--- config.mk ---
export PLATFORM = sky130hd
export DESIGN_NAME = mpod_top
export DESIGN_NICKNAME = d
export VERILOG_FILES = /design/src/core/mpod_top.v
export VERILOG_INCLUDE_DIRS = /design/src /design/src/core
export SDC_FILE = /design/constraint.sdc
export NUM_CORES = 1
export LEC_CHECK = 0
export ABC_CLOCK_PERIOD_IN_PS = 3000
export BUFFER_PORTS_ARGS = -buffer_cell sky130_fd_sc_hd__buf_2
export CORE_ASPECT_RATIO = 1.25
export CORE_UTILIZATION = 40
export CTS_CLUSTER_DIAMETER = 120
export DETAILED_ROUTE_END_ITERATION = 8
export PLACE_DENSITY = 0.62
export SLEW_MARGIN = 10
export SYNTH_ARGS = -nofsm -noshare
export SYNTH_HDL_FRONTEND = slang
export SYNTH_SLANG_ARGS = --single-unit
--- constraint.sdc ---
create_clock -name clk_in -period 3 [get_ports clk_in]
set_input_delay 0.6 -clock clk_in [delete_from_list [all_inputs] [get_ports clk_in]]
set_output_delay 0.6 -clock clk_in [all_outputs]
set_load 0.05 [all_outputs]
--- src/core/mpod_consts.vh ---
// Purpose: constants for the motor parameter loader and decoder
// Assumes: 32-bit classic Wishbone slave, word aligned registers
// Notes:   offsets are byte addresses
`ifndef MPOD_CONSTS_VH
`define MPOD_CONSTS_VH
// Register byte offsets
`define MPOD_OFF_CTRL     8'h00
`define MPOD_OFF_PARAM    8'h04
`define MPOD_OFF_SAFE     8'h08
`define MPOD_OFF_STATUS   8'h0C
`define MPOD_OFF_NVRD     8'h10
`define MPOD_OFF_DRIVE    8'h14
// Non-volatile byte indices
`define MPOD_NV_BANK      4'h1
`define MPOD_NV_THR_ADDR  4'h2
`define MPOD_NV_CURR      4'h3
`define MPOD_NV_SPEED     4'h4
`define MPOD_NV_SAFE_HI   4'h5
`define MPOD_NV_SAFE_LO   4'h6
`define MPOD_NV_MODE      4'h7
`define MPOD_NV_ALT_HI    4'h8
`define MPOD_NV_ALT_LO    4'h9
// Field positions
`define MPOD_BANK_BIT     7
// Safe position disable pattern on bits [10:2]
`define MPOD_SAFE_OFF     9'h100
// Hold code meaning zero hold current
`define MPOD_HOLD_ZERO    4'hF
// Reset values
`define MPOD_RST_ZERO     32'h0000_0000
// Dwell at minimum current before regulator shutoff
`define MPOD_DWELL_NS     1000
`define MPOD_CLK_NS       25
`define MPOD_DWELL_CYC    ((`MPOD_DWELL_NS + `MPOD_CLK_NS - 1) / `MPOD_CLK_NS)
`endif

--- src/core/mpod_top.v ---
// Purpose: load, decode and apply stored motor application parameters
// Assumes: nvm image arrives as ten parallel bytes, stable after reset
// Notes:   analog levels leave as table indices and decoded codes
//
// Design decisions made here: the register offsets and register access over Wishbone.
`timescale 1ns/1ps
`include "mpod_consts.vh"
module mpod_top #(
	parameter DWELL_CYC = `MPOD_DWELL_CYC
) (
	// Clock and reset
	input  wire        clk_in,
	input  wire        srst_in,
	// Wishbone slave
	input  wire        wb_cyc_in,
	input  wire        wb_stb_in,
	input  wire        wb_we_in,
	input  wire [7:0]  wb_adr_in,
	input  wire [3:0]  wb_sel_in,
	input  wire [31:0] wb_dat_in,
	output reg  [31:0] wb_dat_out,
	output reg         wb_ack_out,
	// Non-volatile image, bytes 0 to 9 packed low first
	input  wire [79:0] nvm_image_in,
	// Hardwired address pins, from outside
	input  wire [2:0]  hardwired_addr_pins_in,
	// Motion controller events, same clock
	input  wire        motion_stop_in,
	input  wire        bus_timeout_in,
	input  wire        bus_err_ovf_in,
	input  wire        sleep_cmd_in,
	input  wire        goto_safe_position_in,
	input  wire        standby_state_in,
	// Decoded outputs
	output reg  [7:0]  node_addr_out,
	output reg         stall_detect_en_out,
	output reg  [3:0]  bemf_stall_threshold_out,
	output reg  [2:0]  low_battery_level_out,
	output reg  [2:0]  battery_recovery_level_out,
	output reg  [3:0]  coil_amp_code_out,
	output reg         coil_amp_boost_out,
	output reg         regulator_on_out,
	output reg         low_side_ground_out,
	output reg         shaft_ccw_out,
	output reg  [4:0]  microsteps_out,
	output reg  [3:0]  speed_max_code_out,
	output reg  [1:0]  speed_group_out,
	output reg  [4:0]  speed_min_num_out,
	output reg  [3:0]  accel_code_out,
	output reg         accel_limited_out,
	output reg  [15:0] safe_target_position_out,
	output reg         goto_target_out,
	output reg         hold_in_place_out,
	output reg         sleep_req_out,
	output reg         stop_req_out,
	output reg         params_ready_out
);

	// Synchronised address pins; first stage read only by second
	reg [2:0] addr_meta;
	reg [2:0] addr_sync;

	// Working RAM copies of parameters
	reg [3:0]  node_addr_bits;
	reg [3:0]  stall_thr;
	reg [2:0]  undervolt_threshold_sel;
	reg [3:0]  run_code;
	reg [3:0]  hold_code;
	reg [3:0]  vmax_code;
	reg [3:0]  vmin_code;
	reg [3:0]  acc_code;
	reg        shaft;
	reg [1:0]  microstep_resolution;
	reg [10:0] safe_pos;
	reg        failsafe;
	reg        sleep_on_timeout_enable;
	reg        boost_en;
	reg        safe_bank_select;
	reg        loaded;
	reg [3:0]  nv_rd_idx;

	// Current sequencer states, one-hot
	localparam [2:0] MPOD_ST_RUN  = 3'b001;
	localparam [2:0] MPOD_ST_MIN  = 3'b010;
	localparam [2:0] MPOD_ST_HOLD = 3'b100;
	reg [2:0]  cur_state;
	reg [15:0] dwell;

	// Byte picker from the packed image
	function [7:0] nv_byte;
		input [79:0] img;
		input [3:0]  idx;
		begin
			nv_byte = img[idx*8 +: 8];
		end
	endfunction

	// Byte read with bank redirection for indices five and six
	function [7:0] nv_read;
		input [79:0] img;
		input [3:0]  idx;
		input        bank;
		begin
			nv_read = (idx > `MPOD_NV_ALT_LO) ? 8'h00 :
				nv_byte(img, (bank && (idx == `MPOD_NV_SAFE_HI ||
				idx == `MPOD_NV_SAFE_LO)) ?
				idx + (`MPOD_NV_ALT_HI - `MPOD_NV_SAFE_HI) : idx);
		end
	endfunction

	// Bank-selected safe bytes
	wire [7:0] b1      = nv_byte(nvm_image_in, `MPOD_NV_BANK);
	wire       nv_bank = b1[`MPOD_BANK_BIT];
	wire [7:0] nv_hi   = nv_bank ?
		nv_byte(nvm_image_in, `MPOD_NV_ALT_HI) :
		nv_byte(nvm_image_in, `MPOD_NV_SAFE_HI);
	wire [7:0] nv_lo   = nv_bank ?
		nv_byte(nvm_image_in, `MPOD_NV_ALT_LO) :
		nv_byte(nvm_image_in, `MPOD_NV_SAFE_LO);
	wire [7:0] b2 = nv_byte(nvm_image_in, `MPOD_NV_THR_ADDR);
	wire [7:0] b3 = nv_byte(nvm_image_in, `MPOD_NV_CURR);
	wire [7:0] b4 = nv_byte(nvm_image_in, `MPOD_NV_SPEED);
	wire [7:0] b5 = nv_byte(nvm_image_in, `MPOD_NV_SAFE_HI);
	wire [7:0] b7 = nv_byte(nvm_image_in, `MPOD_NV_MODE);

	// Bus access decode
	wire bus_req = wb_cyc_in && wb_stb_in && !wb_ack_out;
	wire wr_param = bus_req && wb_we_in && wb_adr_in == `MPOD_OFF_PARAM;
	wire wr_safe  = bus_req && wb_we_in && wb_adr_in == `MPOD_OFF_SAFE;
	wire wr_ctrl  = bus_req && wb_we_in && wb_adr_in == `MPOD_OFF_CTRL;
	wire wr_nvrd  = bus_req && wb_we_in && wb_adr_in == `MPOD_OFF_NVRD;

	// Address pins cross in through two flops
	always @(posedge clk_in) begin
		if (srst_in) begin
			addr_meta <= 3'h0;
			addr_sync <= 3'h0;
		end else begin
			addr_meta <= hardwired_addr_pins_in;
			addr_sync <= addr_meta;
		end
	end

	// Parameter RAM: loaded once after reset, then bus may overwrite
	always @(posedge clk_in) begin
		if (srst_in) begin
			loaded                  <= 1'b0;
			node_addr_bits          <= 4'h0;
			stall_thr               <= 4'h0;
			undervolt_threshold_sel <= 3'h0;
			run_code                <= 4'h0;
			hold_code               <= 4'h0;
			vmax_code               <= 4'h0;
			vmin_code               <= 4'h0;
			acc_code                <= 4'h0;
			shaft                   <= 1'b0;
			microstep_resolution    <= 2'h0;
			safe_pos                <= 11'h000;
			failsafe                <= 1'b0;
			sleep_on_timeout_enable <= 1'b0;
			safe_bank_select        <= 1'b0;
			boost_en                <= 1'b0;
			nv_rd_idx               <= 4'h0;
		end else if (!loaded) begin
			// Image sampled after reset release, never under reset
			loaded                  <= 1'b1;
			node_addr_bits          <= b2[3:0];
			stall_thr               <= b2[7:4];
			undervolt_threshold_sel <= b7[6:4];
			run_code                <= b3[7:4];
			hold_code               <= b3[3:0];
			vmax_code               <= b4[7:4];
			vmin_code               <= b4[3:0];
			acc_code                <= b5[3:0];
			shaft                   <= b5[4];
			microstep_resolution    <= b7[3:2];
			safe_pos <= {nv_hi[7:5], nv_lo[7:2], 2'b00};
			failsafe                <= nv_lo[1];
			sleep_on_timeout_enable <= nv_lo[0];
			safe_bank_select        <= nv_bank;
		end else begin
			// Address bits are not reachable from the bus
			if (wr_param && wb_sel_in[0]) begin
				run_code  <= wb_dat_in[7:4];
				hold_code <= wb_dat_in[3:0];
			end
			if (wr_param && wb_sel_in[1]) begin
				vmax_code <= wb_dat_in[15:12];
				vmin_code <= wb_dat_in[11:8];
			end
			if (wr_param && wb_sel_in[2]) begin
				acc_code  <= wb_dat_in[19:16];
				stall_thr <= wb_dat_in[23:20];
			end
			if (wr_param && wb_sel_in[3]) begin
				undervolt_threshold_sel <= wb_dat_in[26:24];
				microstep_resolution    <= wb_dat_in[28:27];
				shaft                   <= wb_dat_in[29];
			end
			if (wr_safe && wb_sel_in[1:0] == 2'h3) begin
				safe_pos <= wb_dat_in[10:0];
			end
			if (wr_ctrl && wb_sel_in[0]) begin
				boost_en <= wb_dat_in[0];
			end
			if (wr_nvrd && wb_sel_in[0]) begin
				nv_rd_idx <= wb_dat_in[3:0];
			end
		end
	end

	// Bus slave: one wait-free ack, unmapped reads return zero
	always @(posedge clk_in) begin
		if (srst_in) begin
			wb_ack_out <= 1'b0;
			wb_dat_out <= `MPOD_RST_ZERO;
		end else begin
			wb_ack_out <= bus_req;
			wb_dat_out <= `MPOD_RST_ZERO;
			if (bus_req && !wb_we_in) begin
				case (wb_adr_in)
				`MPOD_OFF_CTRL: begin
					wb_dat_out <= {31'h0, boost_en};
				end
				`MPOD_OFF_PARAM: begin
					wb_dat_out <= {2'h0, shaft, microstep_resolution,
						undervolt_threshold_sel, stall_thr, acc_code,
						vmax_code, vmin_code, run_code, hold_code};
				end
				`MPOD_OFF_SAFE: begin
					wb_dat_out <= {21'h0, safe_pos};
				end
				`MPOD_OFF_STATUS: begin
					wb_dat_out <= {16'h0, node_addr_out, 1'b0, cur_state,
						safe_bank_select, failsafe,
						sleep_on_timeout_enable, loaded};
				end
				`MPOD_OFF_NVRD: begin
					wb_dat_out <= {20'h0, nv_rd_idx,
						nv_read(nvm_image_in, nv_rd_idx,
						safe_bank_select)};
				end
				`MPOD_OFF_DRIVE: begin
					wb_dat_out <= {27'h0, sleep_req_out, stop_req_out,
						hold_in_place_out, goto_target_out,
						regulator_on_out};
				end
				default: begin
					wb_dat_out <= `MPOD_RST_ZERO;
				end
				endcase
			end
		end
	end

	// Coil current sequencer for stop with optional zero hold
	always @(posedge clk_in) begin
		if (srst_in) begin
			cur_state <= MPOD_ST_RUN;
			dwell     <= 16'h0000;
		end else begin
			case (cur_state)
			MPOD_ST_RUN: begin
				if (motion_stop_in && hold_code == `MPOD_HOLD_ZERO) begin
					cur_state <= MPOD_ST_MIN;
					dwell     <= 16'h0000;
				end else if (motion_stop_in) begin
					cur_state <= MPOD_ST_HOLD;
				end
			end
			MPOD_ST_MIN: begin
				// Dwell lets the coil settle at minimum before release
				if (dwell >= DWELL_CYC[15:0] - 16'h0001) begin
					cur_state <= MPOD_ST_HOLD;
				end else begin
					dwell <= dwell + 16'h0001;
				end
			end
			MPOD_ST_HOLD: begin
				if (!motion_stop_in) begin
					cur_state <= MPOD_ST_RUN;
				end
			end
			default: begin
				cur_state <= MPOD_ST_RUN;
			end
			endcase
		end
	end

	// Decoded outputs, registered
	always @(posedge clk_in) begin
		if (srst_in) begin
			node_addr_out              <= 8'h00;
			stall_detect_en_out        <= 1'b0;
			bemf_stall_threshold_out   <= 4'h0;
			low_battery_level_out      <= 3'h0;
			battery_recovery_level_out <= 3'h0;
			coil_amp_code_out          <= 4'h0;
			coil_amp_boost_out         <= 1'b0;
			regulator_on_out           <= 1'b0;
			low_side_ground_out        <= 1'b0;
			shaft_ccw_out              <= 1'b0;
			microsteps_out             <= 5'h02;
			speed_max_code_out         <= 4'h0;
			speed_group_out            <= 2'h0;
			speed_min_num_out          <= 5'h00;
			accel_code_out             <= 4'h0;
			accel_limited_out          <= 1'b0;
			safe_target_position_out   <= 16'h0000;
			goto_target_out            <= 1'b0;
			hold_in_place_out          <= 1'b0;
			sleep_req_out              <= 1'b0;
			stop_req_out               <= 1'b0;
			params_ready_out           <= 1'b0;
		end else begin
			params_ready_out <= loaded;
			node_addr_out <= {1'b0, node_addr_bits, addr_sync};
			stall_detect_en_out      <= stall_thr != 4'h0;
			bemf_stall_threshold_out <= stall_thr;
			// Recovery index tracks the low level index
			low_battery_level_out      <= undervolt_threshold_sel;
			battery_recovery_level_out <= undervolt_threshold_sel;
			coil_amp_boost_out <= boost_en;
			// Running drive unless a stop state below takes over
			coil_amp_code_out   <= run_code;
			regulator_on_out    <= 1'b1;
			low_side_ground_out <= 1'b0;
			case (cur_state)
			MPOD_ST_MIN: begin
				coil_amp_code_out <= 4'h0;
			end
			MPOD_ST_HOLD: begin
				if (hold_code == `MPOD_HOLD_ZERO) begin
					coil_amp_code_out   <= 4'h0;
					regulator_on_out    <= 1'b0;
					low_side_ground_out <= 1'b1;
				end else begin
					coil_amp_code_out <= hold_code;
				end
			end
			default: begin
				coil_amp_code_out <= run_code;
			end
			endcase
			shaft_ccw_out  <= shaft;
			microsteps_out <= 5'h02 << microstep_resolution;
			speed_max_code_out <= vmax_code;
			speed_group_out <= (vmax_code == 4'h0) ? 2'h0 :
				(vmax_code < 4'h7) ? 2'h1 :
				(vmax_code < 4'hD) ? 2'h2 : 2'h3;
			// Numerator over 16; code zero means full factor
			speed_min_num_out <= (vmin_code == 4'h0) ? 5'h10 :
				{1'b0, vmin_code};
			accel_code_out    <= acc_code;
			accel_limited_out <= acc_code < 4'h2 || acc_code > 4'h8;
			safe_target_position_out <= {safe_pos, 5'h00};
			// Explicit command ignores disable pattern
			goto_target_out <= goto_safe_position_in ||
				((bus_timeout_in || bus_err_ovf_in) &&
				safe_pos[10:2] != `MPOD_SAFE_OFF);
			hold_in_place_out <= (bus_timeout_in || bus_err_ovf_in) &&
				safe_pos[10:2] == `MPOD_SAFE_OFF &&
				!goto_safe_position_in;
			sleep_req_out <= (bus_timeout_in && sleep_on_timeout_enable)
				|| (sleep_cmd_in && sleep_on_timeout_enable)
				|| ((bus_timeout_in || sleep_cmd_in) &&
				standby_state_in);
			stop_req_out <= sleep_cmd_in && !sleep_on_timeout_enable &&
				!standby_state_in;
		end
	end

endmodule

==> run summary, run 1 <==
status: finished clean
num ports: 240
Post-synth EDFFs: 0
nets: 1280
crit path DAT: 2.88 ns
Cell Pwr Density: 528 mW/mm²
Worst-Margin Slew: 0.677 ns
slowest CP cell: or4_1
DR DRC count: 0
final total power: 5.37 mW
RSZ-0062 raised after global routing: no
DR vias/cell: 5.65
Slew Limit Fails: 0
clock sink count: 169
DRT antenna net count: 0
period utilization: 0.854
initial antenna violation count: 1
die width: 129 µm
first-pass GRT wire length: 43500 µm
kind of critical path: flop to flop
maximum capacitance violations: 0
Initial Util: 0.413
Worst path max stage delay: 0.51 ns
Area Growth Syn to Fin: 25.7%
# hold bufs at CTS: 0
Die Area: 0.0208 mm²
Placer Congestion: 0.980
clk buf depth: 2
CP endpoint kind: flop
Avg WL per Cell: 20.5 µm
total gr overflow: 0
GRT Total Usage: 0.281
worst path cell trace: inv_1, ha_1, o31ai_1, buf_4, nand2_1, a211oi_1, or4_1, o41a_1
Root Buffer: clkbuf_16
DRT iter0 DRCs: 608
Setup TNS: 0 ns
Slew headroom: 0.545
vias in the first global route: 7417
Routed WL: 29000 µm
drt first pass iters: 6
Critical Path RT: 3.32 ns
Tmin final: 2.56 ns
syn avg cell area: 8.80 µm²
htree depth: 4
Worst Skew: 0.0132 ns
Ys Warns: 0
layout cells sized above 1: 0.285
Leak: 4.30 nW
pin count of the biggest net entering global routing: 67
Yosys cell types: 70
Post-Syn Area: 0.00809 mm²
Die Span Y: 161 µm
synthesized flop and latch total: 169
Rows: 57
ys flop type: dfxtp_1
synthesized netlist cell count: 920
CP delay by family, top: simple AND/OR/NAND/NOR gates
async set-or-reset flop fraction in the synthesized netlist: 0
post_cts resized: 0
peak supply drop: 0.380 mV
CP bufs+invs: 2
postcts setup bufs: 0
kind of start point of the critical path: flop
# port buffers: 228
crit path max fanout: 13
core area: 0.0196 mm²
Seq/Total Area, Yosys: 0.418
TritonCTS clock tree: yes
DP Wirelength: 22400 µm
clock-pin slew on the worst setup and hold paths: 0.07 ns
Max Clk Rate: 390 MHz
via count: 8012
Hold Fails Final Rpt: 0
final setup vio count: 0
HP Class: input pin to flop
clk_lat worst skew: 0.43 ns
Num CTS Buffers: 17
sequential cells by signal, indices dropped and copies added (netlist names), 3 cells and up:
signal	cells
acc_code	4
accel_code_out	4
addr_meta	3
addr_sync	3
battery_recovery_level_out	3
bemf_stall_threshold_out	4
coil_amp_code_out	4
cur_state	3
dwell	16
hold_code	4
microsteps_out	4
node_addr_bits	4
node_addr_out	7
nv_rd_idx	4
run_code	4
safe_pos	11
safe_target_position_out	11
speed_max_code_out	4
speed_min_num_out	5
stall_thr	4
undervolt_threshold_sel	3
vmax_code	4
vmin_code	4
wb_dat_out	30
synthesized netlist by cell type, types with 3 or more instances:
| master | count | area (µm²) |
|---|---|---|
| clkbuf_1 | 37 | 139 |
| or4_1 | 3 | 22.5 |
| nor2b_1 | 67 | 419 |
| and4_1 | 4 | 35.0 |
| dfxtp_1 | 169 | 3380 |
| o21ai_0 | 20 | 100 |
| o32ai_1 | 3 | 26.3 |
| nor3_1 | 20 | 100 |
| inv_1 | 8 | 30.0 |
| nand2b_1 | 5 | 31.3 |
| o31ai_1 | 7 | 52.6 |
| nand2_1 | 57 | 214 |
| a22oi_1 | 13 | 97.6 |
| buf_2 | 19 | 95.1 |
| a22o_1 | 4 | 35.0 |
| o211ai_1 | 7 | 52.6 |
| nand4_1 | 11 | 68.8 |
| buf_1 | 7 | 26.3 |
| a21oi_1 | 23 | 115 |
| xor2_1 | 3 | 26.3 |
| mux2i_1 | 53 | 531 |
| mux4_2 | 3 | 67.6 |
| nor3b_1 | 6 | 45.0 |
| o21a_1 | 5 | 37.5 |
| a311oi_1 | 23 | 201 |
| a31oi_1 | 8 | 50.1 |
| o211a_1 | 4 | 40.0 |
| o22ai_1 | 23 | 144 |
| a21boi_0 | 4 | 30.0 |
| ha_1 | 4 | 50.1 |
| a32oi_1 | 4 | 35.0 |
| o22a_1 | 3 | 26.3 |
| mux2_2 | 11 | 124 |
| a21o_1 | 3 | 22.5 |
| and2_1 | 27 | 169 |
| a211oi_1 | 45 | 338 |
| nand3_1 | 31 | 155 |
| buf_4 | 15 | 113 |
| o221ai_1 | 3 | 26.3 |
| and3_1 | 4 | 25.0 |
| nor2_1 | 109 | 409 |
| nor4_1 | 9 | 56.3 |
cell usage in the layout, fill, tap and decap left out, drive strengths merged, types with 8 or more instances in the layout:
master / n
a211oi: 45
a21oi: 23
a22oi: 13
a311oi: 23
a31oi: 8
and2: 27
buf: 269
clkbuf: 19
conb: 9
dfxtp: 169
inv: 11
mux2: 11
mux2i: 53
nand2: 57
nand3: 32
nand4: 11
nor2: 111
nor2b: 67
nor3: 20
nor4: 9
o21ai: 20
o22ai: 23
o31ai: 9
kinds of logic after synthesis:
| logic type | after synthesis | share of synthesized area |
|---|---|---|
| AND/OR/NAND/NOR | 365 | 0.229 |
| AO/OA/AOI/OAI | 223 | 0.203 |
| flip-flops | 169 | 0.418 |
| buffers and inverters | 87 | 0.0502 |
| multiplexers | 67 | 0.0892 |
| adder cells (fa/ha/maj) | 4 | 0.00618 |
| XOR/XNOR | 4 | 0.00433 |
| other | 1 | 0.000463 |
through the flow:
stage,worst slack [ns],std cells,util,hold slack [ns],cell area (µm²)
5_1_grt,0.262,1417,0.519,0.342,10200
2_1_floorplan,0.430,928,-,0.414,8120
6_report,0.437,1417,0.519,0.359,10200
3_3_place_gp,0.319,1384,0.487,0.418,9550
4_1_cts,0.460,1416,0.519,0.335,10200
3_5_place_dp,0.283,1384,0.487,0.427,9550
routing by layer:
metal	track usage	part of all wire	wire length, µm
met1	0.371	0.43	12400
met4	0.115	0.036	1030
met2	0.452	0.47	13700
met3	0.0467	0.065	1870
met5	0	0	0
report_power, final:
part,leakage (nW),switching (mW),internal (mW)
clock network,0.304,0.948,1.36
registers,1.38,0.0784,2.33
logic,2.62,0.434,0.221
total,4.30,1.46,3.91
area by class of cell:
type / instances / area (µm²)
antenna: 1 / 2.50
clock buffer: 19 / 453
clock inverter: 13 / 165
fill: 1901 / 9440
inverter: 9 / 33.8
multi-input combinational: 672 / 4340
sequential: 169 / 3380
tap: 265 / 332
timing repair buffer: 269 / 1460
path summary, 6_finish.rpt:
| check | to | cells past startpoint | startpoint | slack (ns) |
|---|---|---|---|---|
| worst max register to register | wb_dat_out[6] | 8 | nv_rd_idx[0] | 0.44 |
| worst min-delay path | stop_req_out | 2 | standby_state_in | 0.36 |
| worst max-delay path | wb_dat_out[6] | 8 | nv_rd_idx[0] | 0.44 |
| worst min register to register | node_addr_out[0] | 1 | addr_sync[0] | 0.44 |
Note: power is estimated with default switching activity, not from simulation.
==> inputs of run 2 (changes only) <==
--- a/config.mk
+++ b/config.mk
@@ -6,13 +6,13 @@
 export SDC_FILE = /design/constraint.sdc
 export NUM_CORES = 1
 export LEC_CHECK = 0
-export ABC_CLOCK_PERIOD_IN_PS = 3000
+export ABC_CLOCK_PERIOD_IN_PS = 2200
 export BUFFER_PORTS_ARGS = -buffer_cell sky130_fd_sc_hd__buf_2
 export CORE_ASPECT_RATIO = 1.25
 export CORE_UTILIZATION = 40
 export CTS_CLUSTER_DIAMETER = 120
 export DETAILED_ROUTE_END_ITERATION = 8
-export PLACE_DENSITY = 0.62
+export PLACE_DENSITY = 0.67
 export SLEW_MARGIN = 10
 export SYNTH_ARGS = -nofsm -noshare
 export SYNTH_HDL_FRONTEND = slang
==> constraint.sdc (replaced) <==
create_clock -name clk_in -period 2.2 [get_ports clk_in]
set_input_delay 0.44 -clock clk_in [delete_from_list [all_inputs] [get_ports clk_in]]
set_output_delay 0.44 -clock clk_in [all_outputs]
set_load 0.05 [all_outputs]
==> run 2 against run 1 <==
Effect of this change:
- the run now ends with setup timing left
- clock skew increased by 0.0017 ns
- cell count increased by 4.2%
- critical path depth increased by 1
- non-clock buffer count increased by 55
- critical endpoint is now wb_dat_out[3]
- clock power increased by 25%
==> run summary, run 2 (synthesis gave the netlist of run 1 again) <==
core area: 0.0196 mm²
first-pass GRT wire length: 44500 µm
Final Non-Filler Cells: 1476
Area Growth Syn to Fin: 34.9%
RSZ-0062 raised after global routing: yes
Net Sw Frac: 0.278
# port buffers: 228
final setup vio count: 1
clk buf depth: 2
Leak: 4.66 nW
R2R Path Start: nv_rd_idx[1]
die width: 129 µm
Rows: 57
Max Clk Rate: 454 MHz
number of fill cells: 1826
Critical path origin: nv_rd_idx[1]
Slew Limit Fails: 0
peak supply drop: 0.500 mV
vias in the first global route: 7715
Slew headroom: 0.445
Initial Util: 0.413
CP endpoint kind: flop
nets: 1336
drt first pass iters: 5
DR DRC count: 0
Flop pwr share: 0.462
DRT antenna net count: 0
Worst-Margin Slew: 0.827 ns
failing checks: setup timing
crit path max fanout: 9
register name with the most flops: wb_dat_out
initial antenna violation count: 3
Hold Fails Final Rpt: 0
Placed Instance Area: 0.0100 mm²
clk_lat worst skew: 0.43 ns
DR vias/cell: 5.62
# hold bufs at CTS: 0
via count: 8299
Critical Path RT: 2.54 ns
status: complete, but fails checks
Top Registers: wb_dat_out x30, dwell x16
HP Class: input pin to flop
DRT iter0 DRCs: 723
crit path DAT: 2.54 ns
Die Span Y: 161 µm
Num CTS Buffers: 17
TritonCTS clock tree: yes
FF+latch area: 0.00340 mm²
Sw Pwr: 1.97 mW
kind of start point of the critical path: flop
total gr overflow: 0
num ports: 240
DP Wirelength: 23100 µm
Avg WL per Cell: 20.3 µm
Final WS setup: -0.00199 ns
htree depth: 4
Root Buffer: clkbuf_16
number of flip-flops in the largest register: 30
combinational share of power: 0.132
pin count of the biggest net entering global routing: 120
GRT Total Usage: 0.287
kind of critical path: flop to flop
Clock Power Share: 0.406
clock sink count: 169
final instance area: 0.0109 mm²
Placer Congestion: 0.989
clock-pin slew on the worst setup and hold paths: 0.07 ns
Worst Skew: 0.0150 ns
Routed WL: 30000 µm
maximum capacitance violations: 0
Tmin final: 2.20 ns
Die Area: 0.0208 mm²
Cell Pwr Density: 650 mW/mm²
area of the multi-input gates: 0.00457 mm²
hold path start: standby_state_in
commonest non-fill, non-tap cell in the layout: buf_2
placed cell count: 1430
period utilization: 1.00
internal power: 5.12 mW
layout cells sized above 1: 0.347
commonest cells after routing, fill and taps aside: buf_2 (227), dfxtp_1 (164), nor2_1 (108), buf_4 (81), nor2b_1 (66)
## run 2: changes by cell type in the layout (fill, tap and decap cells not counted), sizes merged
| cell | before | now |
|---|---|---|
| bufinv | 3 | 1 |
| clkbuf | 19 | 23 |
| buf | 269 | 323 |
| diode | 1 | 4 |
| nand3 | 32 | 33 |
| clkinvlp | 1 | 4 |
| inv | 11 | 10 |
| clkinv | 7 | 4 |
## run 2: area by class of cell
type	instances	share of cell area
multi-input cells	673	0.418
flip-flops and latches	169	0.311
repair buffers	324	0.184
clock buffers	22	0.0425
well taps	265	0.0304
clock inverters	10	0.00848
inverters	9	0.00378
diodes	4	0.000917
## run 2: per-layer routing
layer,track usage,vias to the layer above,wire (µm)
li1,-,3906,-
met1,0.366,3907,12400
met2,0.476,415,14600
met3,0.0391,71,1910
met4,0.135,0,1150
met5,0,-,0
## run 2: final timing paths
path | slack [ns] | end | depth (start not counted)
max reg2reg | -0.002 | wb_dat_out[3] | 9
min reg2reg | 0.44 | node_addr_out[2] | 1
max | -0.002 | wb_dat_out[3] | 9
min | 0.20 | stop_req_out | 2
## run 2: timing repair
item	4_1_cts	5_1_grt
setup endpoints to repair	7	8
setup buffers	2	6
endpoints found under the hold margin	0	0
resized for setup	8	48
cloned	0	3
pin swaps	3	17
## run 2: power by group through the flow
stage                     Combinational, mW  Clock [mW]  Sequential, mW
after global placement                0.908           0            3.34
after global routing                  0.999        3.05            3.28
after floorplan                       0.398           0            3.48
after CTS                             0.917        2.91            3.27
after detailed placement              0.913           0            3.34
final                                 0.934        2.88            3.27
## run 2: worst max-delay path: stages, from the launching register on
cell      delay (ns)
dfxtp_4         0.38
clkinv_4        0.08
ha_4            0.27
buf_8           0.15
buf_4           0.17
mux2i_1         0.12
mux4_2          0.50
o21ai_1         0.18
o22ai_2         0.10
a21oi_1         0.17
## run 2: stage by stage
stage	total power, mW	setup WS [ns]	hold slack, ns	utilization	setup TNS (ns)
after floorplan	3.88	-0.0192	0.414	-	-0.0192
after global placement	4.25	-0.0734	0.419	0.510	-0.163
after detailed placement	4.26	-0.0806	0.428	0.510	-0.190
after CTS	7.10	0.00225	0.188	0.541	0
after global routing	7.34	-0.0430	0.200	0.556	-0.119
final	7.09	-0.00199	0.195	0.557	-0.00199
